<file path="config.mk">
export PLATFORM = sky130hd
export DESIGN_NAME = flash_self_access
export DESIGN_NICKNAME = d
export VERILOG_FILES = /design/src/flash_self_pkg.sv /design/src/flash_self_access.sv
export SDC_FILE = /design/constraint.sdc
export NUM_CORES = 1
export LEC_CHECK = 0
export BUFFER_PORTS_ARGS = -buffer_cell sky130_fd_sc_hd__buf_2
export CAP_MARGIN = 25
export CORE_ASPECT_RATIO = 0.7
export CORE_MARGIN = 2
export CORE_UTILIZATION = 62
export DETAILED_ROUTE_END_ITERATION = 12
export PLACE_DENSITY = 0.8
export SLEW_MARGIN = 10
export SYNTH_ARGS = -nofsm -noshare
export SYNTH_HDL_FRONTEND = slang
export SYNTH_SLANG_ARGS = --single-unit
</file>
<file path="constraint.sdc">
create_clock -name core_clk -period 3.5 [get_ports core_clk]
set_clock_uncertainty 0.05 [all_clocks]
set_input_delay 0.525 -clock core_clk [delete_from_list [all_inputs] [get_ports core_clk]]
set_output_delay 0.525 -clock core_clk [all_outputs]
set_load 0.01 [all_outputs]
</file>
<file path="src/flash_self_pkg.sv">
// Shared constants and carriers for the program flash self-access controller
package flash_self_pkg;
    // Register indices on the plain register port
    localparam logic [2:0] ADDR_W        = 3'h3;
    localparam logic [2:0] OFS_ADDR_LOW  = 3'h0;
    localparam logic [2:0] OFS_ADDR_HIGH = 3'h1;
    localparam logic [2:0] OFS_DATA_LOW  = 3'h2;
    localparam logic [2:0] OFS_DATA_HIGH = 3'h3;
    localparam logic [2:0] OFS_CTRL      = 3'h4;
    localparam logic [2:0] OFS_KEY       = 3'h5;

    // Control register bit positions
    localparam int BIT_RD    = 0;
    localparam int BIT_WR    = 1;
    localparam int BIT_WRITE_PERMIT  = 2;
    localparam int BIT_WRITE_ABORT_FLAG = 3;
    localparam int BIT_FREE  = 4;
    localparam int BIT_LWLO  = 5;

    // Geometry
    localparam int WORD_W      = 14;
    localparam int ADDR_BITS   = 9;
    localparam int ROW_WORDS   = 16;
    localparam int LATCH_IDX_W = 4;
    localparam logic [13:0] LATCH_RESET = 14'h3FFF;

    // Unlock key pattern
    localparam logic [7:0] KEY_FIRST  = 8'h55;
    localparam logic [7:0] KEY_SECOND = 8'hAA;

    // Timing: row operation time and forced no-operation cycles
    localparam int CLK_MHZ       = 125;
    localparam int ROW_TIME_US   = 2000;
    localparam int ROW_CYCLES    = ROW_TIME_US * CLK_MHZ;
    localparam int FORCED_NOPS   = 2;
    localparam int READ_DELAY    = 2;

    // Register port request carrier
    typedef struct packed {
        logic       wr;
        logic       rd;
        logic [2:0] addr;
        logic [7:0] wdata;
    } reg_req_s;

    // Array access command carrier
    typedef struct packed {
        logic                 rd;
        logic                 erase;
        logic                 prog;
        logic [8:0]           addr;
    } array_cmd_s;

    typedef enum logic [1:0] {
        UNL_IDLE,
        UNL_GOT55,
        UNL_ARMED
    } unlock_e;

    typedef enum logic [2:0] {
        OP_IDLE,
        OP_RD_WAIT,
        OP_NOP,
        OP_ROW,
        OP_DONE
    } op_e;
endpackage

</file>
<file path="src/flash_self_access.sv">
// Program flash self-access controller: registers, unlock, latches, protection, timing
//
// Functional notes
// - Data pair carries a 14-bit word for reads and writes.
// - Address pair holds a 9-bit word address.
// - High address bit in upper register, low byte in lower; 512 words.
// - Write and erase are timed by an internal counter.
// - Code protect low blocks external programmer reads and writes.
// - Code protect does not restrict self erase or write.
// - Only programmer bulk erase clears code protect, wiping everything.
// - Write-protect field blocks self erase and write of its region.
// - Write protect does not affect programmer access.
// - Software only sets read and write triggers; hardware clears on completion.
// - Write or erase happens only while write permit is set.
// - Write permit clears at power-up.
// - Reset during a write sets the abort flag, readable after reset.
// - Key register is write-only and reads zero.
// - Latches and flash change only after the unlock pattern.
// - Erase works on whole rows only.
// - Latches load only through data pair writes.
// - Rows hold 16 words; there are 16 write latches.
// - Write trigger forces two stall cycles, then row operations stall.
// - Read fetches on second cycle after trigger, data next cycle.
// - Completed program resets all latches to all ones.
//
// Chosen here: strobed register access and the register addresses.
`timescale 1ns/1ps
module flash_self_access #(
    parameter int ROW_CYCLES = flash_self_pkg::ROW_CYCLES
) (
    input  wire logic        core_clk,
    input  wire logic        rst_b,
    input  wire logic        por_event,
    input  wire logic [2:0]  reg_addr,
    input  wire logic [7:0]  reg_wdata,
    input  wire logic        reg_wr,
    input  wire logic        reg_rd,
    output logic      [7:0]  reg_rdata,
    input  wire logic        code_protect_n,
    input  wire logic [1:0]  self_write_protect_range,
    input  wire logic        prog_rd_req,
    input  wire logic        prog_wr_req,
    input  wire logic        prog_bulk_erase,
    output logic             prog_refused,
    output logic             cpu_stall,
    output flash_self_pkg::array_cmd_s arr_cmd,
    output logic      [13:0] arr_wdata,
    input  wire logic [13:0] arr_rdata,
    output logic             bulk_erase_go
);
    localparam int CNT_W = $clog2(ROW_CYCLES + 1);

    // Register port request bundle
    flash_self_pkg::reg_req_s req;
    assign req = '{wr: reg_wr, rd: reg_rd, addr: reg_addr, wdata: reg_wdata};

    // Register storage
    logic [7:0]  addr_low_q, addr_low_d;
    logic        addr_high_q;
    logic [13:0] data_q, data_d;
    logic        rd_q, wr_q, write_permit_q, write_abort_flag_q, free_q, lwlo_q;
    logic [13:0] latch_q [flash_self_pkg::ROW_WORDS];
    flash_self_pkg::unlock_e unl_q, unl_d;
    flash_self_pkg::op_e     op_q, op_d;
    logic [CNT_W-1:0] cnt_q, cnt_d;
    logic        pending_q;
    logic        rd_pending_q;

    // Decoded strobes
    wire wr_addr_low  = req.wr && req.addr == flash_self_pkg::OFS_ADDR_LOW;
    wire wr_addr_high = req.wr && req.addr == flash_self_pkg::OFS_ADDR_HIGH;
    wire wr_data_low  = req.wr && req.addr == flash_self_pkg::OFS_DATA_LOW;
    wire wr_data_high = req.wr && req.addr == flash_self_pkg::OFS_DATA_HIGH;
    wire wr_ctrl      = req.wr && req.addr == flash_self_pkg::OFS_CTRL;
    wire wr_key       = req.wr && req.addr == flash_self_pkg::OFS_KEY;
    wire set_rd = wr_ctrl && req.wdata[flash_self_pkg::BIT_RD] && op_q == flash_self_pkg::OP_IDLE;
    wire set_wr = wr_ctrl && req.wdata[flash_self_pkg::BIT_WR] && op_q == flash_self_pkg::OP_IDLE;

    // Word address and protection decode
    wire [8:0] word_addr = {addr_high_q, addr_low_q};
    wire [3:0] latch_idx = word_addr[3:0];
    // Protected regions: 00 all, 01 upper half, 10 upper quarter, 11 none
    wire in_protect = (self_write_protect_range == 2'h0) ||
                      (self_write_protect_range == 2'h1 && word_addr[8]) ||
                      (self_write_protect_range == 2'h2 && word_addr[8:7] == 2'h3);
    wire unlocked = (unl_q == flash_self_pkg::UNL_ARMED);
    // Write runs only with permit, unlock and outside protection; code protect not involved
    wire wr_go = set_wr && write_permit_q && unlocked && !in_protect;
    wire wr_is_row = free_q || !lwlo_q;

    // Unlock detector next state
    always_comb begin
        unl_d = flash_self_pkg::UNL_IDLE;
        case (unl_q)
            flash_self_pkg::UNL_IDLE:
                if (wr_key && req.wdata == flash_self_pkg::KEY_FIRST) begin
                    unl_d = flash_self_pkg::UNL_GOT55;
                end
            flash_self_pkg::UNL_GOT55:
                if (!req.wr && !req.rd) begin
                    unl_d = unl_q;
                end else if (wr_key && req.wdata == flash_self_pkg::KEY_SECOND) begin
                    unl_d = flash_self_pkg::UNL_ARMED;
                end
            flash_self_pkg::UNL_ARMED:
                if (!req.wr && !req.rd) begin
                    unl_d = unl_q;
                end
            default:
                unl_d = flash_self_pkg::UNL_IDLE;
        endcase
    end

    // Operation sequencer: read delay, forced stall cycles, timed row operation
    always_comb begin
        op_d  = op_q;
        cnt_d = cnt_q;
        case (op_q)
            flash_self_pkg::OP_IDLE:
                if (set_rd) begin
                    op_d  = flash_self_pkg::OP_RD_WAIT;
                    cnt_d = CNT_W'(flash_self_pkg::READ_DELAY - 1);
                end else if (wr_go) begin
                    op_d  = flash_self_pkg::OP_NOP;
                    cnt_d = CNT_W'(flash_self_pkg::FORCED_NOPS - 1);
                end
            flash_self_pkg::OP_RD_WAIT:
                if (cnt_q == '0) begin
                    op_d = flash_self_pkg::OP_IDLE;
                end else begin
                    cnt_d = cnt_q - 1'b1;
                end
            flash_self_pkg::OP_NOP:
                if (cnt_q != '0) begin
                    cnt_d = cnt_q - 1'b1;
                end else if (wr_is_row) begin
                    op_d  = flash_self_pkg::OP_ROW;
                    cnt_d = CNT_W'(ROW_CYCLES - 1);
                end else begin
                    op_d = flash_self_pkg::OP_DONE;
                end
            flash_self_pkg::OP_ROW:
                if (cnt_q == '0) begin
                    op_d = flash_self_pkg::OP_DONE;
                end else begin
                    cnt_d = cnt_q - 1'b1;
                end
            flash_self_pkg::OP_DONE:
                op_d = flash_self_pkg::OP_IDLE;
            default:
                op_d = flash_self_pkg::OP_IDLE;
        endcase
    end

    wire rd_fetch   = op_q == flash_self_pkg::OP_RD_WAIT && cnt_q == '0;
    wire op_done    = op_q == flash_self_pkg::OP_DONE;
    wire prog_done  = op_done && !free_q && !lwlo_q;
    // Every accepted write trigger (permit, unlock, outside protection) that is not an erase loads the addressed latch first
    wire latch_load = wr_go && !req.wdata[flash_self_pkg::BIT_FREE];
    // Row program streams all latches out in the last row-time cycles
    wire row_prog   = op_q == flash_self_pkg::OP_ROW && !free_q && !lwlo_q &&
                      cnt_q < CNT_W'(flash_self_pkg::ROW_WORDS);
    wire [3:0] prog_slot = cnt_q[3:0];

    // Data pair next value: software bytes or fetched word
    always_comb begin
        data_d = data_q;
        if (rd_pending_q) begin
            data_d = arr_rdata;
        end else if (wr_data_low) begin
            data_d[7:0] = req.wdata;
        end else if (wr_data_high) begin
            data_d[13:8] = req.wdata[5:0];
        end
    end
    assign addr_low_d = wr_addr_low ? req.wdata : addr_low_q;

    // Main state registers
    always_ff @(posedge core_clk or negedge rst_b) begin
        if (!rst_b) begin
            unl_q        <= flash_self_pkg::UNL_IDLE;
            op_q         <= flash_self_pkg::OP_IDLE;
            cnt_q        <= '0;
            addr_low_q   <= '0;
            addr_high_q  <= 1'b0;
            data_q       <= '0;
            rd_pending_q <= 1'b0;
        end else begin
            unl_q        <= unl_d;
            op_q         <= op_d;
            cnt_q        <= cnt_d;
            addr_low_q   <= addr_low_d;
            addr_high_q  <= wr_addr_high ? req.wdata[0] : addr_high_q;
            data_q       <= data_d;
            rd_pending_q <= rd_fetch;
        end
    end

    // Control bits: triggers only set by software, cleared by hardware
    always_ff @(posedge core_clk or negedge rst_b) begin
        if (!rst_b) begin
            rd_q   <= 1'b0;
            wr_q   <= 1'b0;
            write_permit_q <= 1'b0;
            free_q <= 1'b0;
            lwlo_q <= 1'b0;
        end else begin
            rd_q   <= set_rd || (rd_q && !rd_pending_q);
            wr_q   <= wr_go || (wr_q && !op_done);
            write_permit_q <= wr_ctrl ? req.wdata[flash_self_pkg::BIT_WRITE_PERMIT] : write_permit_q;
            free_q <= (wr_ctrl && op_q == flash_self_pkg::OP_IDLE) ? req.wdata[flash_self_pkg::BIT_FREE] : free_q;
            lwlo_q <= (wr_ctrl && op_q == flash_self_pkg::OP_IDLE) ? req.wdata[flash_self_pkg::BIT_LWLO] : lwlo_q;
        end
    end

    // Abort flag: pending write when reset hits; set wins, software writes zero to clear
    // Kept out of reset so it still remembers the running write once reset arrives
    always_ff @(posedge core_clk) begin
        pending_q <= rst_b && wr_q;
    end
    always_ff @(posedge core_clk) begin
        if (por_event) begin
            write_abort_flag_q <= 1'b0;
        end else if (!rst_b && pending_q) begin
            write_abort_flag_q <= 1'b1;
        end else if (rst_b && wr_ctrl && !req.wdata[flash_self_pkg::BIT_WRITE_ABORT_FLAG]) begin
            write_abort_flag_q <= 1'b0;
        end
    end

    // Write latches: loaded from data pair, reset to all ones after a program
    genvar gi;
    generate
        for (gi = 0; gi < flash_self_pkg::ROW_WORDS; gi++) begin : g_latch
            always_ff @(posedge core_clk or negedge rst_b) begin
                if (!rst_b) begin
                    latch_q[gi] <= flash_self_pkg::LATCH_RESET;
                end else if (prog_done || prog_bulk_erase) begin
                    latch_q[gi] <= flash_self_pkg::LATCH_RESET;
                end else if (latch_load && latch_idx == 4'(gi)) begin
                    latch_q[gi] <= data_q;
                end
            end
        end
    endgenerate

    // Array command: read, row erase at row base, row program
    assign arr_cmd.rd    = rd_fetch;
    assign arr_cmd.erase = op_done && free_q;
    assign arr_cmd.prog  = row_prog;
    assign arr_cmd.addr  = arr_cmd.erase ? {word_addr[8:4], 4'h0} :
                           row_prog      ? {word_addr[8:4], prog_slot} : word_addr;
    assign arr_wdata     = latch_q[prog_slot];

    // Programmer side: code protect gates reads and writes, write protect ignored
    assign prog_refused  = !code_protect_n && (prog_rd_req || prog_wr_req);
    assign bulk_erase_go = prog_bulk_erase;
    assign cpu_stall     = op_q == flash_self_pkg::OP_NOP || op_q == flash_self_pkg::OP_ROW;

    // Read mux; key register reads zero
    logic [7:0] rdata_q;
    wire [7:0] ctrl_rd = {2'h0, lwlo_q, free_q, write_abort_flag_q, write_permit_q, wr_q, rd_q};
    wire [7:0] rd_mux  = req.addr == flash_self_pkg::OFS_ADDR_LOW  ? addr_low_q :
                         req.addr == flash_self_pkg::OFS_ADDR_HIGH ? {7'h00, addr_high_q} :
                         req.addr == flash_self_pkg::OFS_DATA_LOW  ? data_q[7:0] :
                         req.addr == flash_self_pkg::OFS_DATA_HIGH ? {2'h0, data_q[13:8]} :
                         req.addr == flash_self_pkg::OFS_CTRL      ? ctrl_rd : 8'h00;
    always_ff @(posedge core_clk or negedge rst_b) begin
        if (!rst_b) begin
            rdata_q <= 8'h00;
        end else begin
            rdata_q <= req.rd ? rd_mux : 8'h00;
        end
    end
    assign reg_rdata = rdata_q;

    // Checks
    a_wr_needs_permit: assert property (@(posedge core_clk) disable iff (!rst_b)
        wr_go |-> write_permit_q && unlocked) else $error("write started without permit");
    a_protect_blocks: assert property (@(posedge core_clk) disable iff (!rst_b)
        set_wr && in_protect |=> !wr_q) else $error("protected write accepted");
    a_key_reads_zero: assert property (@(posedge core_clk) disable iff (!rst_b)
        req.rd && req.addr == flash_self_pkg::OFS_KEY |=> reg_rdata == 8'h00) else $error("key read nonzero");
    a_read_timing: assert property (@(posedge core_clk) disable iff (!rst_b)
        set_rd |=> ##1 rd_fetch ##2 data_q == $past(arr_rdata)) else $error("read timing wrong");
    a_forced_nops: assert property (@(posedge core_clk) disable iff (!rst_b)
        wr_go |=> cpu_stall [*2]) else $error("missing stall cycles");
    a_rd_sticky: assert property (@(posedge core_clk) disable iff (!rst_b)
        rd_q && !rd_pending_q |=> rd_q) else $error("read trigger dropped early");
    a_latch_reset: assert property (@(posedge core_clk) disable iff (!rst_b)
        prog_done |=> latch_q[0] == flash_self_pkg::LATCH_RESET) else $error("latch not reset");
    a_unlock_abort: assert property (@(posedge core_clk) disable iff (!rst_b)
        unl_q == flash_self_pkg::UNL_GOT55 && req.rd |=> unl_q == flash_self_pkg::UNL_IDLE)
        else $error("unlock not aborted");
    a_cp_refuse: assert property (@(posedge core_clk) disable iff (!rst_b)
        !code_protect_n && prog_rd_req |-> prog_refused) else $error("protected read allowed");
    c_read: cover property (@(posedge core_clk) disable iff (!rst_b) rd_fetch);
    c_erase: cover property (@(posedge core_clk) disable iff (!rst_b) arr_cmd.erase);
    c_program: cover property (@(posedge core_clk) disable iff (!rst_b) prog_done);
endmodule

</file>
**After elaboration in Yosys (flattened, before gate mapping)**

Cells that the tools add are included.

- Register bits after elaboration: 286
- Bits in latches: 0
- Bits in writable memories: 0
- Memory bits (read-only): 0
- Bits of input ports: 36
- Output and inout port bits: 37
- Logic and storage cells: 244
- Memories kept: 0

- Add/subtract/negate cells: 1
- Multiply operators: 0
- Div/mod/pow operators: 0
- $lt $le $gt $ge: 2
- Eq/ne operators: 40
- Shift operators: 0
- Muxes and demuxes: 67
- Bitwise gates (word level): 1
- Reduce and logical (&&, ||, !) cells: 101

Operators by type and width:

| cell | number |
|---|---|
| 14-bit two-way mux | 35 |
| 18-bit two-way mux | 5 |
| 14-bit binary-select mux with 4-bit select | 1 |
| 18-bit one-hot mux with 3 select lines | 1 |
| 1-bit logical AND | 50 |
| 8-bit two-way mux | 5 |
| 2-bit nonzero test | 19 |
| 4-bit equality test (second input constant) | 8 |
| 6-bit two-way mux | 4 |
| 18-bit zero test | 1 |
| 18-bit by 5-bit less-than comparator with 1-bit output (second input constant) | 1 |
| 3-bit two-way mux | 6 |
| 18-bit nonzero test | 1 |
| 18-bit by 1-bit subtractor with 18-bit output (second input constant) | 1 |
| 4-bit by 3-bit equality test with 1-bit output (second input constant) | 4 |
| 2-bit inequality test (second input constant) | 7 |
| 3-bit by 2-bit equality test with 1-bit output (second input constant) | 4 |
| 3-bit one-hot mux with 4 select lines | 1 |
| 1-bit zero test | 11 |
| 3-bit equality test (second input constant) | 3 |
| 4-bit by 2-bit equality test with 1-bit output (second input constant) | 2 |
| 8-bit by 7-bit equality test with 1-bit output (second input constant) | 1 |
| 8-bit equality test (second input constant) | 1 |
| 1-bit logical OR | 8 |
| other kinds (18) | 32 |

**Logic depth before layout (Yosys ltp)**

- Depth after elaboration: 11
- Depth in mapped cells: 12
- Mapped depth without buffers: 8

**Worst setup path after synthesis**

OpenSTA, ideal clock, no wires.

- Kind: reg2out
- Start: reg cnt_q[0]
- End: out arr_wdata[0]
- Arrival time: 2157 ps
- Data required time: 2925 ps
- Path slack: 768 ps
- Stages on the path, launching flop included: 5
- Path buffers: 2
- Cell sequence: dfrtp_1 clkbuf_1 buf_1 mux4_2 mux4_2

- Word-level cells in the longest chain between the ends: 4

RTL lines:

| element | line | text |
|---|---|---|
| from (decl) | flash_self_access.sv:65 | `logic [CNT_W-1:0] cnt_q, cnt_d;` |
| from (signal assigned) | flash_self_access.sv:191 | `cnt_q <= cnt_d;` |
| 4-bit NOT with 5-bit output (not written as such) | flash_self_access.sv:253 | `assign arr_wdata = latch_q[prog_slot];` |
| 14-bit binary-select mux with 4-bit select | flash_self_access.sv:253 |  |
| 14-bit two-way mux (not written as such) (2 in a row) | flash_self_access.sv:253 |  |
| to (decl) | flash_self_access.sv:47 | `output logic [13:0] arr_wdata,` |

Every way passes these cells. The select of a mux whose other input is x is not followed.

**Worst setup path in the final report**

- Start: reg cnt_q[1]
- End: out arr_wdata[5]

The elaborated chain is that of the path after synthesis.

==> summary.md <==
| Metric | Value |
|---|---|
| Status | complete, no violations |
| Final WL | 39.8 mm |
| Syn_nets | 1,453 |
| Initial DRC count | 1,391 |
| Yosys top cell area share | 40.4% |
| Post-synth ARST share | 99.3% |
| Routing usage on met1 | 49.2% |
| Setup TNS | 0 ns |
| Initial antenna violation count | 1 |
| Number of global-route vias before repair | 11,200 |
| Clock root buffer | clkbuf_16 |
| Largest net degree at the start of global routing | 96 |
| Core footprint | 22,800 sq um |
| PortBufs | 72 |
| Final setup viols | 0 |
| Post-Synthesis Cells | 1,415 |
| Via-per-instance ratio | 6.50 |
| Slew HR | 34.6% |
| Most Crowded Layer GR | met1 |
| Crit. End Element | output pin |
| Gr ovfl total | 0 |
| Sequential cell area | 7430 sq um |
| Cell Rows | 46 |
| CTS Buf Count | 28 |
| CP Launch Type | flip-flop |
| Chip width | 187 um |
| Crit Path Class | reg2out |
| DR vias | 11,400 |
| Layout cells sized above 1 | 33.1% |
| Final GP Congestion | 0.911 |
| Fin crit share | 95.8% |
| CTS tree | yes |
| Crit-path max FO | 41 |
| Syn Area/Cell | 10.3 sq um |
| Final min period | 3.35 ns |
| Area delta synth->final | 10.7% |
| GR Util met3 | 7.80% |
| Fin area | 16,100 sq um |
| Boundary Pins | 73 |
| RSZ-0062 raised after global routing | false |
| Worst vdd ir | 484 uV |
| Syn Std Cell Area | 14,600 sq um |
| Hold Path Class | in2reg |
| Post-synth EDFFs | 0 |
| Crit path arrival time | 2.78 ns |
| Synth top area cells | dfstp_2 40%, mux4_2 11%, dfrtp_1 10% |
| DRT Pass-1 Iters | 5 |
| Count of final hold-check violations | 0 |
| Drt drc | 0 |
| Register bit total from synthesis | 286 |
| Yosys warning count | 0 |
| Post-synth top cells | 333 x nand2_1, 224 x dfstp_2, 120 x nand3_1, 100 x clkbuf_1, 96 x mux2i_1 |
| Ant. Diodes | 0 |
| Filler instances | 1,629 |
| Worst skew pair latency | 0.55 ns |
| Worst Tran Pin Value | 0.982 ns |
| Post-DP Area | 15,200 sq um |
| Synth Flop Type | dfstp_2 |
| Clock transition at the registers of the reported paths | 0.06 ns |
| WP data required | 2.92 ns |
| Count leader, synth | nand2_1 |
| Pwr Density | 532 nW/um^2 |
| Worst hold slack | 0.0882 ns |
| Leading area contributor after synthesis | dfstp_2 |
| Final net count | 1,464 |
| First-pass GRT wire length | 63.6 mm |
| GRT Total Usage | 32.6% |
| Die H | 132 um |
| Die Footprint | 24,800 sq um |
| DP Wirelength | 25.3 mm |
| Slew Limit Fails | 0 |
| Initial Util | 63.8% |
| Final ANT Viol Nets | 0 |
| Upper clock frequency limit | 298 MHz |
| Number of max-cap violations | 0 |
| Clk sink count | 286 |
| Htree depth | 1 |
| Seq/Total Area, Yosys | 51.0% |
| Multi-input gate area | 6540 sq um |
| Grt met2 use | 47.5% |
| Routed wire per std cell | 22.6 um |
| Netlist cell types | 60 |
| Max clock buf depth | 3 |
| Leakage | 6.52 nW |
[cell type report]
type	count	area share [%]
clock buffers	46	5.08
flip-flops and latches	286	46.1
repair buffers	119	5.40
clock inverters	3	0.248
well taps	312	2.42
multi-input cells	981	40.5
inverters	10	0.233
[path summary, 6_finish.rpt]
| kind | from | end | slack [ns] | depth (start not counted) |
|---|---|---|---|---|
| worst max-delay path | cnt_q[1] | arr_wdata[5] | 0.15 | 4 |
| worst min register to register | latch_q[27] | latch_q[27] | 0.43 | 2 |
| max in group asynchronous | rst_b | latch_q[115] | 1.78 | 3 |
| min in group asynchronous | rst_b | cnt_q[17] | 0.59 | 2 |
| worst max register to register | cnt_q[0] | cnt_q[12] | 0.45 | 9 |
| worst min-delay path | por_event | write_abort_flag_q | 0.09 | 2 |
[repair_timing]
item | 4_1_cts | 5_1_grt
setup endpoints to repair | 0 | 8
endpoints found under the hold margin | 10 | 0
gates resized for setup | 0 | 1
setup buffers | 0 | 3
hold buffers | 1 | 0
[logic make-up (layout without fill, tap and decap cells)]
group                      count (synthesis)  count (layout)  share of synthesized area (%)
and+or+nand+nor                          660             660                           20.5
DFF                                      286             286                           51.0
muxes                                    177             177                           18.3
adders and majority gates                  2               2                          0.172
AOI/OAI and AO/OA                        142             142                           5.66
buffers and inverters                    148             178                           4.41
[registers in the layout, indices dropped and copies added (netlist names)]
name and flops:
reg_rdata 8, pending_q 1, rd_pending_q 1, write_abort_flag_q 1, data_q 14, op_q 3
free_q 1, rd_q 1, addr_low_q 8, cnt_q 18, write_permit_q 1, wr_q 1
latch_q 224, unl_q 2, lwlo_q 1, addr_high_q 1
[layout by cell type, fill, tap and decap left out, types with 12 or more instances in the layout]
cell type and n:
mux4_2 70, o21ai_0 70, dfrtp_1 58, a21oi_1 30
dfstp_2 224, nand3_1 120, buf_2 71, mux2i_1 96
clkbuf_16 29, nand2_1 333, nor2_1 89, buf_4 34
nand2b_1 12, nor3_1 43, clkbuf_1 14
[worst max-delay path, stage by stage, from the launching register on]
cell and delay, ns:
dfrtp_2 0.73, buf_12 0.33, mux4_2 0.45, mux4_2 0.52, buf_2 0.16
[stage by stage]
step	util (%)	power, mW	worst slack [ns]	instances
global placement	66.6	5.58	0.516	1704
CTS	70.4	8.54	0.0515	1754
floorplan	-	5.01	0.768	1415
finish	70.6	8.59	0.146	1757
global route	70.6	8.92	0.0106	1757
detailed placement	66.6	5.63	0.473	1704
[power by group]
part / total [mW] / leakage (nW) / internal (mW) / switching, mW
sequential: 4.06 / 3.12 / 3.49 / 0.569
clock: 2.93 / 0.417 / 1.66 / 1.27
combinational: 1.60 / 2.98 / 0.718 / 0.881
[per-layer routing]
layer / up-vias / routed length (um) / share of wire [%]
li1: 4922 / - / -
met5: - / 0 / 0
met4: 0 / 959 / 2.4
met3: 86 / 4520 / 11
met1: 5761 / 16700 / 42
met2: 651 / 17600 / 44
Power figures use the tool's default switching activity.
